$ cat config.mk
export PLATFORM = sky130hd
export DESIGN_NAME = pbmc_top
export DESIGN_NICKNAME = d
export VERILOG_FILES = /design/src/hw/pbmc_pkg.sv /design/src/hw/pbmc_top.sv
export VERILOG_INCLUDE_DIRS = /design/src /design/src/hw
export SDC_FILE = /design/constraint.sdc
export NUM_CORES = 1
export LEC_CHECK = 0
export BUFFER_PORTS_ARGS = -buffer_cell sky130_fd_sc_hd__buf_2
export CORE_AREA = 2 2 68 135
export DETAILED_ROUTE_END_ITERATION = 7
export DIE_AREA = 0 0 70 137
export SETUP_SLACK_MARGIN = 0.4
export SYNTH_ARGS = -nofsm -noshare
export SYNTH_HDL_FRONTEND = slang
export SYNTH_SLANG_ARGS = --single-unit
export TNS_END_PERCENT = 20
$ cat constraint.sdc
create_clock -name clock -period 2.3 [get_ports clock]
set_clock_uncertainty 0.15 [all_clocks]
set_input_delay 0.345 -clock clock [delete_from_list [all_inputs] [get_ports clock]]
set_output_delay 0.345 -clock clock [all_outputs]
set_load 0.02 [all_outputs]
$ cat src/hw/pbmc_regs.svh
// Register map, field positions and timing constants of the basic mode control block
// Behaviour
// RULE1: Reset bit starts reset, reads one, self-clears
// RULE2: Software reset reloads all strap-derived settings
// RULE3: Loopback bit routes MII transmit to receive
// RULE4: Loopback start may blank receive data 500us
// RULE5: Speed bit forces 100 or 10 Mb/s
// RULE6: Auto-negotiation enable overrides speed and duplex bits
// RULE7: Auto-negotiation enable resets from its strap
// RULE8: Power down stops transceiver, registers stay alive
// RULE9: Power down is bit OR pin; pin sets bit
// RULE10: Isolate disconnects MII, management still works
// RULE11: Self-clearing status follows its event
// RULE12: Clear-on-read field clears after being read
// RULE13: Permanent read-only bits keep fixed value
// RULE14: Latched-low bit holds zero until read
// RULE15: Latched-high bit holds one until read
// RULE16: Duplex bit forces full or half duplex
// RULE17: Restart bit restarts negotiation, then self-clears
// RULE18: Collision test echoes transmit enable on COL
// RULE19: Low seven reserved bits read zero
// RULE20: Control word applied when write completes
`ifndef PBMC_REGS_SVH
`define PBMC_REGS_SVH

`define PBMC_ADDR_CTL      5'h00
`define PBMC_ADDR_STAT     5'h01
`define PBMC_ADDR_FCS      5'h14

`define PBMC_BIT_RESET     15
`define PBMC_BIT_LOOP      14
`define PBMC_BIT_SPEED     13
`define PBMC_BIT_ANEG      12
`define PBMC_BIT_PDOWN     11
`define PBMC_BIT_ISOLATE   10
`define PBMC_BIT_RESTART   9
`define PBMC_BIT_DUPLEX    8
`define PBMC_BIT_COLTEST   7

`define PBMC_CTL_WMASK     16'h7D80
`define PBMC_CTL_RMASK     16'h7F80
`define PBMC_CTL_RESET     16'h0000
`define PBMC_STAT_FIXED    16'h7840
`define PBMC_SB_FAULT      4
`define PBMC_SB_LINK       2
`define PBMC_SB_JABBER     1

`define PBMC_STRAP_ANEG    3
`define PBMC_STRAP_SPEED   2
`define PBMC_STRAP_DUPLEX  1
`define PBMC_STRAP_PDN     0

`define PBMC_RST_CYCLES    4'h8
`define PBMC_DEAD_US       500
`define PBMC_CLK_MHZ       25
`define PBMC_FCS_MAX       8'hFF

`endif

$ cat src/hw/pbmc_pkg.sv
// Types shared by the basic mode control block
package pbmc_pkg;

    typedef enum logic [0:0] {
        PBMC_RUN   = 1'b0,
        PBMC_SWRST = 1'b1
    } pbmc_phase_e;

    typedef struct packed {
        logic       en;
        logic [3:0] data;
    } pbmc_mii_s;

    typedef struct packed {
        logic speed_100;
        logic full_duplex;
        logic aneg_enable;
        logic aneg_restart;
        logic power_down;
        logic isolate;
        logic loopback;
        logic core_reset;
    } pbmc_mode_s;

    typedef struct packed {
        pbmc_phase_e phase;
        logic [3:0]  rst_cnt;
        logic [13:0] dead_cnt;
        logic [15:0] ctl;
        logic [3:0]  pin_meta;
        logic [3:0]  pin_sync;
        logic        lh_fault;
        logic        ll_link;
        logic        jabber;
        logic [7:0]  fcs_cnt;
        logic [15:0] rdata;
        logic        rvalid;
        pbmc_mode_s  mode;
        pbmc_mii_s   rx;
        logic        col;
        logic        oe;
    } pbmc_state_s;

endpackage

$ cat src/hw/pbmc_top.sv
// Basic mode control register with strap reload, loopback and MII gating
`timescale 1ns/10ps
`include "pbmc_regs.svh"

module pbmc_top #(
    parameter int DEAD_CYCLES = `PBMC_DEAD_US * `PBMC_CLK_MHZ
) (
    input  wire logic          clock,
    input  wire logic          nrst,
    input  wire logic [4:0]    reg_addr,
    input  wire logic [15:0]   reg_wdata,
    input  wire logic          reg_wr,
    input  wire logic          reg_rd,
    output logic [15:0]        reg_rdata,
    output logic               reg_rvalid,
    input  wire logic          strap_aneg,
    input  wire logic          strap_speed,
    input  wire logic          strap_duplex,
    input  wire logic          power_down_or_irq_pin_n,
    input  wire logic          an_speed_100,
    input  wire logic          an_full_duplex,
    input  wire logic          link_ok,
    input  wire logic          remote_fault,
    input  wire logic          jabber,
    input  wire logic          false_carrier,
    input  pbmc_pkg::pbmc_mii_s mii_tx,
    input  pbmc_pkg::pbmc_mii_s line_rx,
    input  wire logic          line_col,
    output pbmc_pkg::pbmc_mii_s mii_rx,
    output logic               mii_col,
    output logic               mii_oe,
    output pbmc_pkg::pbmc_mode_s mode
);
    import pbmc_pkg::*;

    localparam logic [13:0] DEAD_LOAD = 14'(DEAD_CYCLES);

    pbmc_state_s s;
    pbmc_state_s next_s;

    // Set wins over the read that would release it
    function automatic logic latch_high(input logic cur, input logic ev, input logic rd);
        latch_high = rd ? ev : (cur | ev);
    endfunction

    function automatic logic latch_low(input logic cur, input logic lvl, input logic rd);
        latch_low = rd ? lvl : (cur & lvl);
    endfunction

    function automatic logic hit(input logic [4:0] a, input logic [4:0] off);
        hit = (a == off);
    endfunction

    // Reset bit reads from the sequencer rather than from storage
    function automatic logic [15:0] ctl_view(input logic [15:0] ctl, input logic busy);
        logic [15:0] v;
        v = ctl & `PBMC_CTL_RMASK; // RULE19
        v[`PBMC_BIT_RESET] = busy; // RULE1
        ctl_view = v;
    endfunction

    // Straps come from the synchroniser, never from the raw pins
    function automatic logic [15:0] strap_word(input logic [3:0] pins);
        logic [15:0] v;
        v = `PBMC_CTL_RESET;
        v[`PBMC_BIT_ANEG] = pins[`PBMC_STRAP_ANEG]; // RULE7
        v[`PBMC_BIT_SPEED] = pins[`PBMC_STRAP_SPEED]; // RULE2
        v[`PBMC_BIT_DUPLEX] = pins[`PBMC_STRAP_DUPLEX]; // RULE2
        strap_word = v;
    endfunction

    // Restart is only kept when the same word enables negotiation
    function automatic logic [15:0] ctl_write(input logic [15:0] wdata);
        logic [15:0] v;
        v = wdata & `PBMC_CTL_WMASK; // RULE19
        v[`PBMC_BIT_RESTART] = wdata[`PBMC_BIT_RESTART] & wdata[`PBMC_BIT_ANEG]; // RULE17
        ctl_write = v;
    endfunction

    // Two live latches and the jabber bit merged over the fixed capability bits
    function automatic logic [15:0] stat_pack(input logic fault, input logic link,
        input logic jab);
        logic [15:0] v;
        v = `PBMC_STAT_FIXED; // RULE13
        v[`PBMC_SB_FAULT] = fault;
        v[`PBMC_SB_LINK] = link;
        v[`PBMC_SB_JABBER] = jab;
        stat_pack = v;
    endfunction

    // Dead time restarts only on the rising edge of loopback
    function automatic logic [13:0] dead_step(input logic [13:0] cnt, input logic loop_was,
        input logic loop_now);
        logic [13:0] v;
        v = cnt;
        if (!loop_now)
        begin
            v = 14'h0000;
        end
        else if (!loop_was)
        begin
            v = DEAD_LOAD; // RULE4
        end
        else if (cnt != 14'h0000)
        begin
            v = cnt - 14'h0001;
        end
        dead_step = v;
    endfunction

    // Receive enable stays low until the dead time has run out
    function automatic pbmc_mii_s loop_path(input pbmc_mii_s tx, input logic [13:0] cnt);
        pbmc_mii_s v;
        v.data = tx.data;
        v.en = tx.en && (cnt == 14'h0000); // RULE4
        loop_path = v;
    endfunction

    // Collision test echoes transmit enable in place of the line
    function automatic logic col_path(input logic test, input logic tx_en, input logic line);
        col_path = test ? tx_en : line; // RULE18
    endfunction

    // Forced bits only take effect while negotiation is off
    function automatic pbmc_mode_s mode_pack(input logic [15:0] ctl, input logic an_100,
        input logic an_fd, input logic pin_pd, input logic busy, input logic restart);
        pbmc_mode_s v;
        v = '0;
        v.aneg_enable = ctl[`PBMC_BIT_ANEG];
        if (ctl[`PBMC_BIT_ANEG]) // RULE6
        begin
            v.speed_100 = an_100;
            v.full_duplex = an_fd;
        end
        else
        begin
            v.speed_100 = ctl[`PBMC_BIT_SPEED]; // RULE5
            v.full_duplex = ctl[`PBMC_BIT_DUPLEX]; // RULE16
        end
        v.power_down = ctl[`PBMC_BIT_PDOWN] | pin_pd; // RULE8 RULE9
        v.isolate = ctl[`PBMC_BIT_ISOLATE]; // RULE10
        v.loopback = ctl[`PBMC_BIT_LOOP];
        v.aneg_restart = restart; // RULE17
        v.core_reset = busy; // RULE1
        mode_pack = v;
    endfunction

    logic        rd_stat;
    logic        rd_fcs;
    logic        wr_ctl;
    logic        pd_pin;
    logic        quiet;
    logic [15:0] stat_word;

    always_comb
    begin
        next_s = s;
        rd_stat = reg_rd && hit(reg_addr, `PBMC_ADDR_STAT);
        rd_fcs = reg_rd && hit(reg_addr, `PBMC_ADDR_FCS);
        wr_ctl = reg_wr && hit(reg_addr, `PBMC_ADDR_CTL);
        pd_pin = !s.pin_sync[`PBMC_STRAP_PDN];

        // Pins are asynchronous; only the second stage is looked at
        next_s.pin_meta = {strap_aneg, strap_speed, strap_duplex, power_down_or_irq_pin_n};
        next_s.pin_sync = s.pin_meta;

        next_s.lh_fault = latch_high(s.lh_fault, remote_fault, rd_stat); // RULE15
        next_s.ll_link = latch_low(s.ll_link, link_ok, rd_stat); // RULE14
        next_s.jabber = jabber; // RULE11

        // Count saturates so a slow reader still sees a full scale value
        if (rd_fcs) // RULE12
        begin
            next_s.fcs_cnt = {7'h00, false_carrier};
        end
        else if (false_carrier && s.fcs_cnt != `PBMC_FCS_MAX)
        begin
            next_s.fcs_cnt = s.fcs_cnt + 8'h01;
        end

        stat_word = stat_pack(s.lh_fault, s.ll_link, s.jabber); // RULE13

        next_s.rvalid = reg_rd;
        next_s.rdata = 16'h0000;
        if (reg_rd)
        begin
            case (reg_addr)
                `PBMC_ADDR_CTL:
                begin
                    next_s.rdata = ctl_view(s.ctl, s.phase == PBMC_SWRST); // RULE1 RULE19
                end
                `PBMC_ADDR_STAT:
                begin
                    next_s.rdata = stat_word;
                end
                `PBMC_ADDR_FCS:
                begin
                    next_s.rdata = {8'h00, s.fcs_cnt};
                end
                default:
                begin
                    next_s.rdata = 16'h0000;
                end
            endcase
        end

        // Restart is taken by negotiation one cycle after it is written
        next_s.mode.aneg_restart = 1'b0;
        if (s.ctl[`PBMC_BIT_RESTART]) // RULE17
        begin
            next_s.ctl[`PBMC_BIT_RESTART] = 1'b0;
            next_s.mode.aneg_restart = s.ctl[`PBMC_BIT_ANEG];
        end

        unique case (s.phase)
            PBMC_RUN:
            begin
                if (wr_ctl) // RULE20
                begin
                    if (reg_wdata[`PBMC_BIT_RESET]) // RULE1
                    begin
                        next_s.phase = PBMC_SWRST;
                        next_s.rst_cnt = `PBMC_RST_CYCLES;
                    end
                    else
                    begin
                        next_s.ctl = ctl_write(reg_wdata); // RULE17 RULE19
                    end
                end
            end
            PBMC_SWRST:
            begin
                // Writes are dropped while the core is held in reset
                if (s.rst_cnt == 4'h0)
                begin
                    next_s.phase = PBMC_RUN;
                    next_s.ctl = strap_word(s.pin_sync); // RULE2 RULE7
                end
                else
                begin
                    next_s.rst_cnt = s.rst_cnt - 4'h1;
                end
            end
        endcase

        if (pd_pin) // RULE9
        begin
            next_s.ctl[`PBMC_BIT_PDOWN] = 1'b1;
        end

        // Dead time models descrambler relock when loopback turns on
        next_s.dead_cnt = dead_step(s.dead_cnt, s.ctl[`PBMC_BIT_LOOP],
            next_s.ctl[`PBMC_BIT_LOOP]); // RULE4

        next_s.mode = mode_pack(s.ctl, an_speed_100, an_full_duplex, pd_pin,
            s.phase == PBMC_SWRST, next_s.mode.aneg_restart); // RULE5 RULE6 RULE16

        // Register block stays reachable whatever the data path does
        quiet = s.ctl[`PBMC_BIT_ISOLATE] | s.ctl[`PBMC_BIT_PDOWN] | pd_pin
            | (s.phase == PBMC_SWRST);
        next_s.oe = !s.ctl[`PBMC_BIT_ISOLATE]; // RULE10
        if (quiet) // RULE8 RULE10
        begin
            next_s.rx = '0;
            next_s.col = 1'b0;
        end
        else if (s.ctl[`PBMC_BIT_LOOP]) // RULE3
        begin
            next_s.rx = loop_path(mii_tx, s.dead_cnt); // RULE3 RULE4
            next_s.col = col_path(s.ctl[`PBMC_BIT_COLTEST], mii_tx.en, 1'b0); // RULE18
        end
        else
        begin
            next_s.rx = line_rx;
            next_s.col = col_path(s.ctl[`PBMC_BIT_COLTEST], mii_tx.en, line_col); // RULE18
        end
    end

    always_ff @(posedge clock)
    begin
        if (!nrst)
        begin
            // Power-on runs the same sequence as a software reset
            s <= '0;
            s.phase <= PBMC_SWRST;
            s.rst_cnt <= `PBMC_RST_CYCLES;
            s.pin_meta <= 4'h1;
            s.pin_sync <= 4'h1;
            s.ll_link <= 1'b0;
            s.mode.core_reset <= 1'b1;
        end
        else
        begin
            s <= next_s;
        end
    end

    assign reg_rdata = s.rdata;
    assign reg_rvalid = s.rvalid;
    assign mii_rx = s.rx;
    assign mii_col = s.col;
    assign mii_oe = s.oe;
    assign mode = s.mode;

endmodule // pbmc_top

# [Word-level counts from Yosys, hierarchy flattened]
# Cells that the tools add are included.
[totals] out_inout_bits=32 register_bits=85 wordCells=94
[op_classes] add_sub_neg=3 n_eq_ne=12 bitwise=9 reduce_logical=21 muxes=21
[ops] cell="$pmux W16 S3" count=1
[ops] cell="$mux W15" count=3
[ops] cell="$pmux W15 S2" count=1
[ops] cell="$mux W14" count=2
[ops] cell="$logic_not A14 Y1" count=1
[ops] cell="$reduce_bool A14 Y1" count=1
[ops] cell="$sub A14 B1 Y14 const B" count=1
[ops] cell="$reduce_and A3 Y1" count=4
[ops] cell="$mux W5" count=2
[ops] cell="$pmux W5 S2" count=1
[ops] cell="$add A8 B1 Y8 const B" count=1
[ops] cell="$mux W1" count=8
[ops] cell="$ne A2 B2 Y1 const B" count=4
[ops] cell="$ne A8 B8 Y1 const B" count=1
[ops] cell="$mux W6" count=1
[ops] cell="$ne A3 B3 Y1 const B" count=2
[ops] cell="$reduce_and A2 Y1" count=3
[ops] cell="$eq A5 B1 Y1 const B" count=1
[ops] cell="$eq A5 B5 Y1 const B" count=1
[ops] cell="$logic_and A1 B1 Y1" count=5
[ops] cell="$logic_not A5 Y1" count=1
[ops] cell="$or A1 B1 Y1" count=5
[ops] cell="$logic_not A4 Y1" count=1
[ops] cell="$mux W4" count=1
[ops] cell="9 further kinds" count=14

# [Longest topological paths before layout]
[depth] word_depth=5 depth_mapped=6 mapped_depth_nobuf=6

# [Worst setup path before layout]
# OpenSTA, ideal clock, no wires.
[synth_path] kind="reg2reg" start="register s[69] (netlist name)" end="register s[78] (netlist name)" path_slack_ps=110 required_ps=2079 stages_incl_launch_ff=6 setup_time_ps=71 t_arrival_ps=1969 path_buffers=1 path_cell_list="dfxtp_1 or4_4 or3_1 clkbuf_2 or4_1 a21oi_1"
[synth_via] elab_chain_len=1
[synth_lines] element="from (decl)" line="pbmc_top.sv:38" source="pbmc_state_s s;"
[synth_lines] element="from (signal assigned)" line="pbmc_top.sv:294" source="s <= next_s;"
[synth_lines] element="$sub A14 B1 Y14 / $reduce_bool A14 Y1 (equally long branches)" line="pbmc_top.sv:106, pbmc_top.sv:104"
# Several ways; a longest one is shown, not always the timed one.
# A chain may end at the register's enable or synchronous reset.

# [Worst setup path after layout]
[layout_path] start="register s[68] (netlist name)" end="register s[76] (netlist name)"
# The elaborated chain is that of the path after synthesis.

==> metrics.csv <==
stage,metric,value,unit
layout,Nets,456,
min_path,class of the worst hold path,input port to flip-flop,
sta,RSZ-0062 raised after global routing,true,
yosys,synth top area cells,"dfxtp_1 (49%), buf_4 (6.8%), nor2_1 (4.9%)",
clocking,# clock sinks,78,
yosys,area share of the largest cell type after synthesis,48.6,%
run_status,status,completed,
yosys,Post-synth top flop,dfxtp_1,
die,DIE HEIGHT,137,microns
detailed_routing,total number of vias,2606,
sta,FMAX,484,MHz
worst_setup_path,"Max FO, Critical Path",4,
sta,Slew @ Worst Pin,0.634,ns
clocking,TritonCTS clock tree,built,
global_routing,GR Overflow Total,0,
power,total power,3.18,mW
yosys,syn nets,401,
die,Top Ports,78,
global_routing,global-route wire length before repair,11400,microns
clocking,htree depth,3,
sta,min Tclk post-route,2.06,ns
worst_setup_path,kind of critical path,flip-flop to flip-flop,
detailed_routing,Detailed Route Iter0 Violations,118,
worst_setup_path,"CP delay by family, top",simple AND/OR/NAND/NOR gates,
global_routing,Tot GR Track Use,15.5,%
sta,"Slew Viols, Final",0,
place,Place WS,0.0863,ns
yosys,synth warn,0,
sta,max_slew headroom,57.4,%
sta,slack of the critical path,0.236,ns
worst_setup_path,worst path bufs/invs,0,
detailed_routing,drt pass-1 iters,4,
detailed_routing,via/cell ratio,5.09,
yosys,most frequent cell after synthesis,dfxtp_1,
yosys,cell taking the most area after synthesis,dfxtp_1,
worst_setup_path,Crit path largest cell delay,0.54,ns
yosys,Post-Syn Area,0.00321,sq mm
worst_setup_path,Worst R2R Setup Slack,0.24,ns
worst_setup_path,CP Capture Type,flip-flop,
yosys,synth cell count leaders,"dfxtp_1 (78), nor2_1 (42), buf_4 (29)",
layout,fraction of layout cells with a size suffix above 1,27.2,%
detailed_routing,DRT Wirelength,7310,microns
yosys,register bit count reported by yosys,78,
yosys,post-synthesis async set-or-reset flop share,0,%
detailed_routing,# DRC,0,
sta,post-route setup TNS,0,ns
sta,Final Cycle Share,89.7,%
layout,final core occ,45.1,%
yosys,number of flops mapped to enable cells by yosys,0,
die,die width,70,microns
worst_setup_path,arrival time worst endpoint,2.18,ns
clocking,clock tree buffer depth,2,
die,row count,48,
yosys,post-synthesis cell count,352,
global_routing,initial antenna violation count,0,
worst_setup_path,"Cell Chain, Critical Path",or4_4 > or3_4 > or4_1 > a21oi_1,
global_routing,number of global-route vias before repair,2519,
sta,# setup viols final,0,
detailed_routing,routed len/inst,14.3,microns
place,HPWL after DPL,5620,microns
detailed_routing,Detail Route Antenna Nets,0,
clocking,Worst-path clk slew,0.06,ns
worst_setup_path,Critical Path RT,2.41,ns
clocking,root buffer cell,clkbuf_16,
place,# port buffers,70,
power,Leak,1.70,nW
yosys,"Seq/Total Area, Yosys",48.6,%
power,Power per Cell Area,827,mW/mm^2
worst_setup_path,Worst setup SP type,flip-flop,
clocking,worst skew pair latency,0.33,ns
sta,Fin. Hold Viols,0,
layout,Antenna diodes,0,
die,initial core utilization,37.6,%
global_routing,largest net degree at the start of global routing,18,
die,DIE AREA,0.00959,sq mm
clocking,Num CTS Buffers,9,
die,Placeable Area,0.00853,sq mm
layout,multi-input logic area,0.00136,sq mm
flow_run,max_cap viols,0,
power,VDD IR-drop max,0.000526,V
yosys,synth unique cells,48,
clocking,hold_buf cts,0,
place,GPL Wtd Cong,0.912,
yosys,syn avg cell area,9.12,sq um
layout,Fill cells,849,
layout,area grow syn2layout,19.9,%
worst_setup_path,Worst path slowest cell,or4_4,
sta,WHS,0.0537,ns
layout,register area,0.00156,sq mm
==> worst paths after layout <==
| check | from | endpoint | cells after the start |
|---|---|---|---|
| max | s[68] | s[76] | 4 |
| min reg2reg | next_s[43] | s[43] | 1 |
| min | power_down_or_irq_pin_n | next_s[43] | 2 |
| max reg2reg | s[68] | s[76] | 4 |
==> cell type report <==
class / count / area share (%)
inverters: 11 / 1.07
flip-flops and latches: 78 / 40.6
repair buffers: 84 / 11.8
clock inverters: 4 / 1.17
multi-input cells: 223 / 35.4
well taps: 100 / 3.25
clock buffers: 12 / 6.66
==> cells by family after synthesis <==
| group | count (synthesis) | synth area share, % |
|---|---|---|
| multiplexers | 8 | 2.49 |
| flip-flops | 78 | 48.6 |
| XOR/XNOR | 7 | 1.91 |
| AO/OA/AOI/OAI | 58 | 11.5 |
| AND/OR/NAND/NOR | 147 | 24.6 |
| buffers and inverters | 51 | 9.66 |
| adder cells (fa/ha/maj) | 3 | 1.17 |
==> through the flow <==
stage,cell area [sq um],cells
2_1_floorplan,3220,352
3_3_place_gp,3510,494
3_5_place_dp,3510,494
4_1_cts,3850,512
5_1_grt,3850,512
6_report,3850,512
==> sequential cells by signal, summed over array words and instances (netlist names) <==
| name | cells |
|---|---|
| mode | 8 |
| mii_oe | 1 |
| mii_rx | 5 |
| mii_col | 1 |
| next_s | 8 |
| reg_rvalid | 1 |
| reg_rdata | 16 |
| s | 38 |
==> repair_timing <==
| item | 4_1_cts | 5_1_grt |
|---|---|---|
| gates resized for setup | 4 | 0 |
| endpoints found under the hold margin | 0 | 0 |
| pin swaps | 2 | 2 |
| buffers inserted | 2 | 0 |
| setup endpoints to repair | 8 | 13 |
==> metal layers <==
metal | vias up | share of wire [%] | global-route usage [%]
li1 | 1321 | - | -
met1 | 1206 | 36 | 15.0
met2 | 62 | 56 | 29.7
met3 | 17 | 4.7 | 3.53
met4 | 0 | 3.1 | 8.65
met5 | - | 0 | 0
==> where the power goes <==
group          switching [mW]  internal (mW)  total (mW)
registers              0.0430           1.41        1.46
logic                   0.169          0.150       0.319
clock network           0.515          0.893        1.41
==> worst reg2reg max path, stage by stage (launching register included) <==
cell     delay, ns
dfxtp_2       0.33
or4_4         0.54
or3_4         0.35
or4_1         0.48
a21oi_1       0.15
==> cells in the final DEF, fill, tap and decap left out, drive strengths merged, types with 7 or more instances in the layout <==
cell type / netlist / layout
inv: 11 / 11
o21ai: 8 / 8
dfxtp: 78 / 78
clkbuf: 9 / 12
and3: 13 / 13
nor3: 7 / 7
nand3: 21 / 21
and2: 14 / 14
buf: 31 / 84
a21oi: 17 / 17
a22oi: 8 / 8
nand2: 13 / 13
mux2i: 8 / 8
a31oi: 7 / 7
nor2: 42 / 42
(Power assumes the default switching activity.)
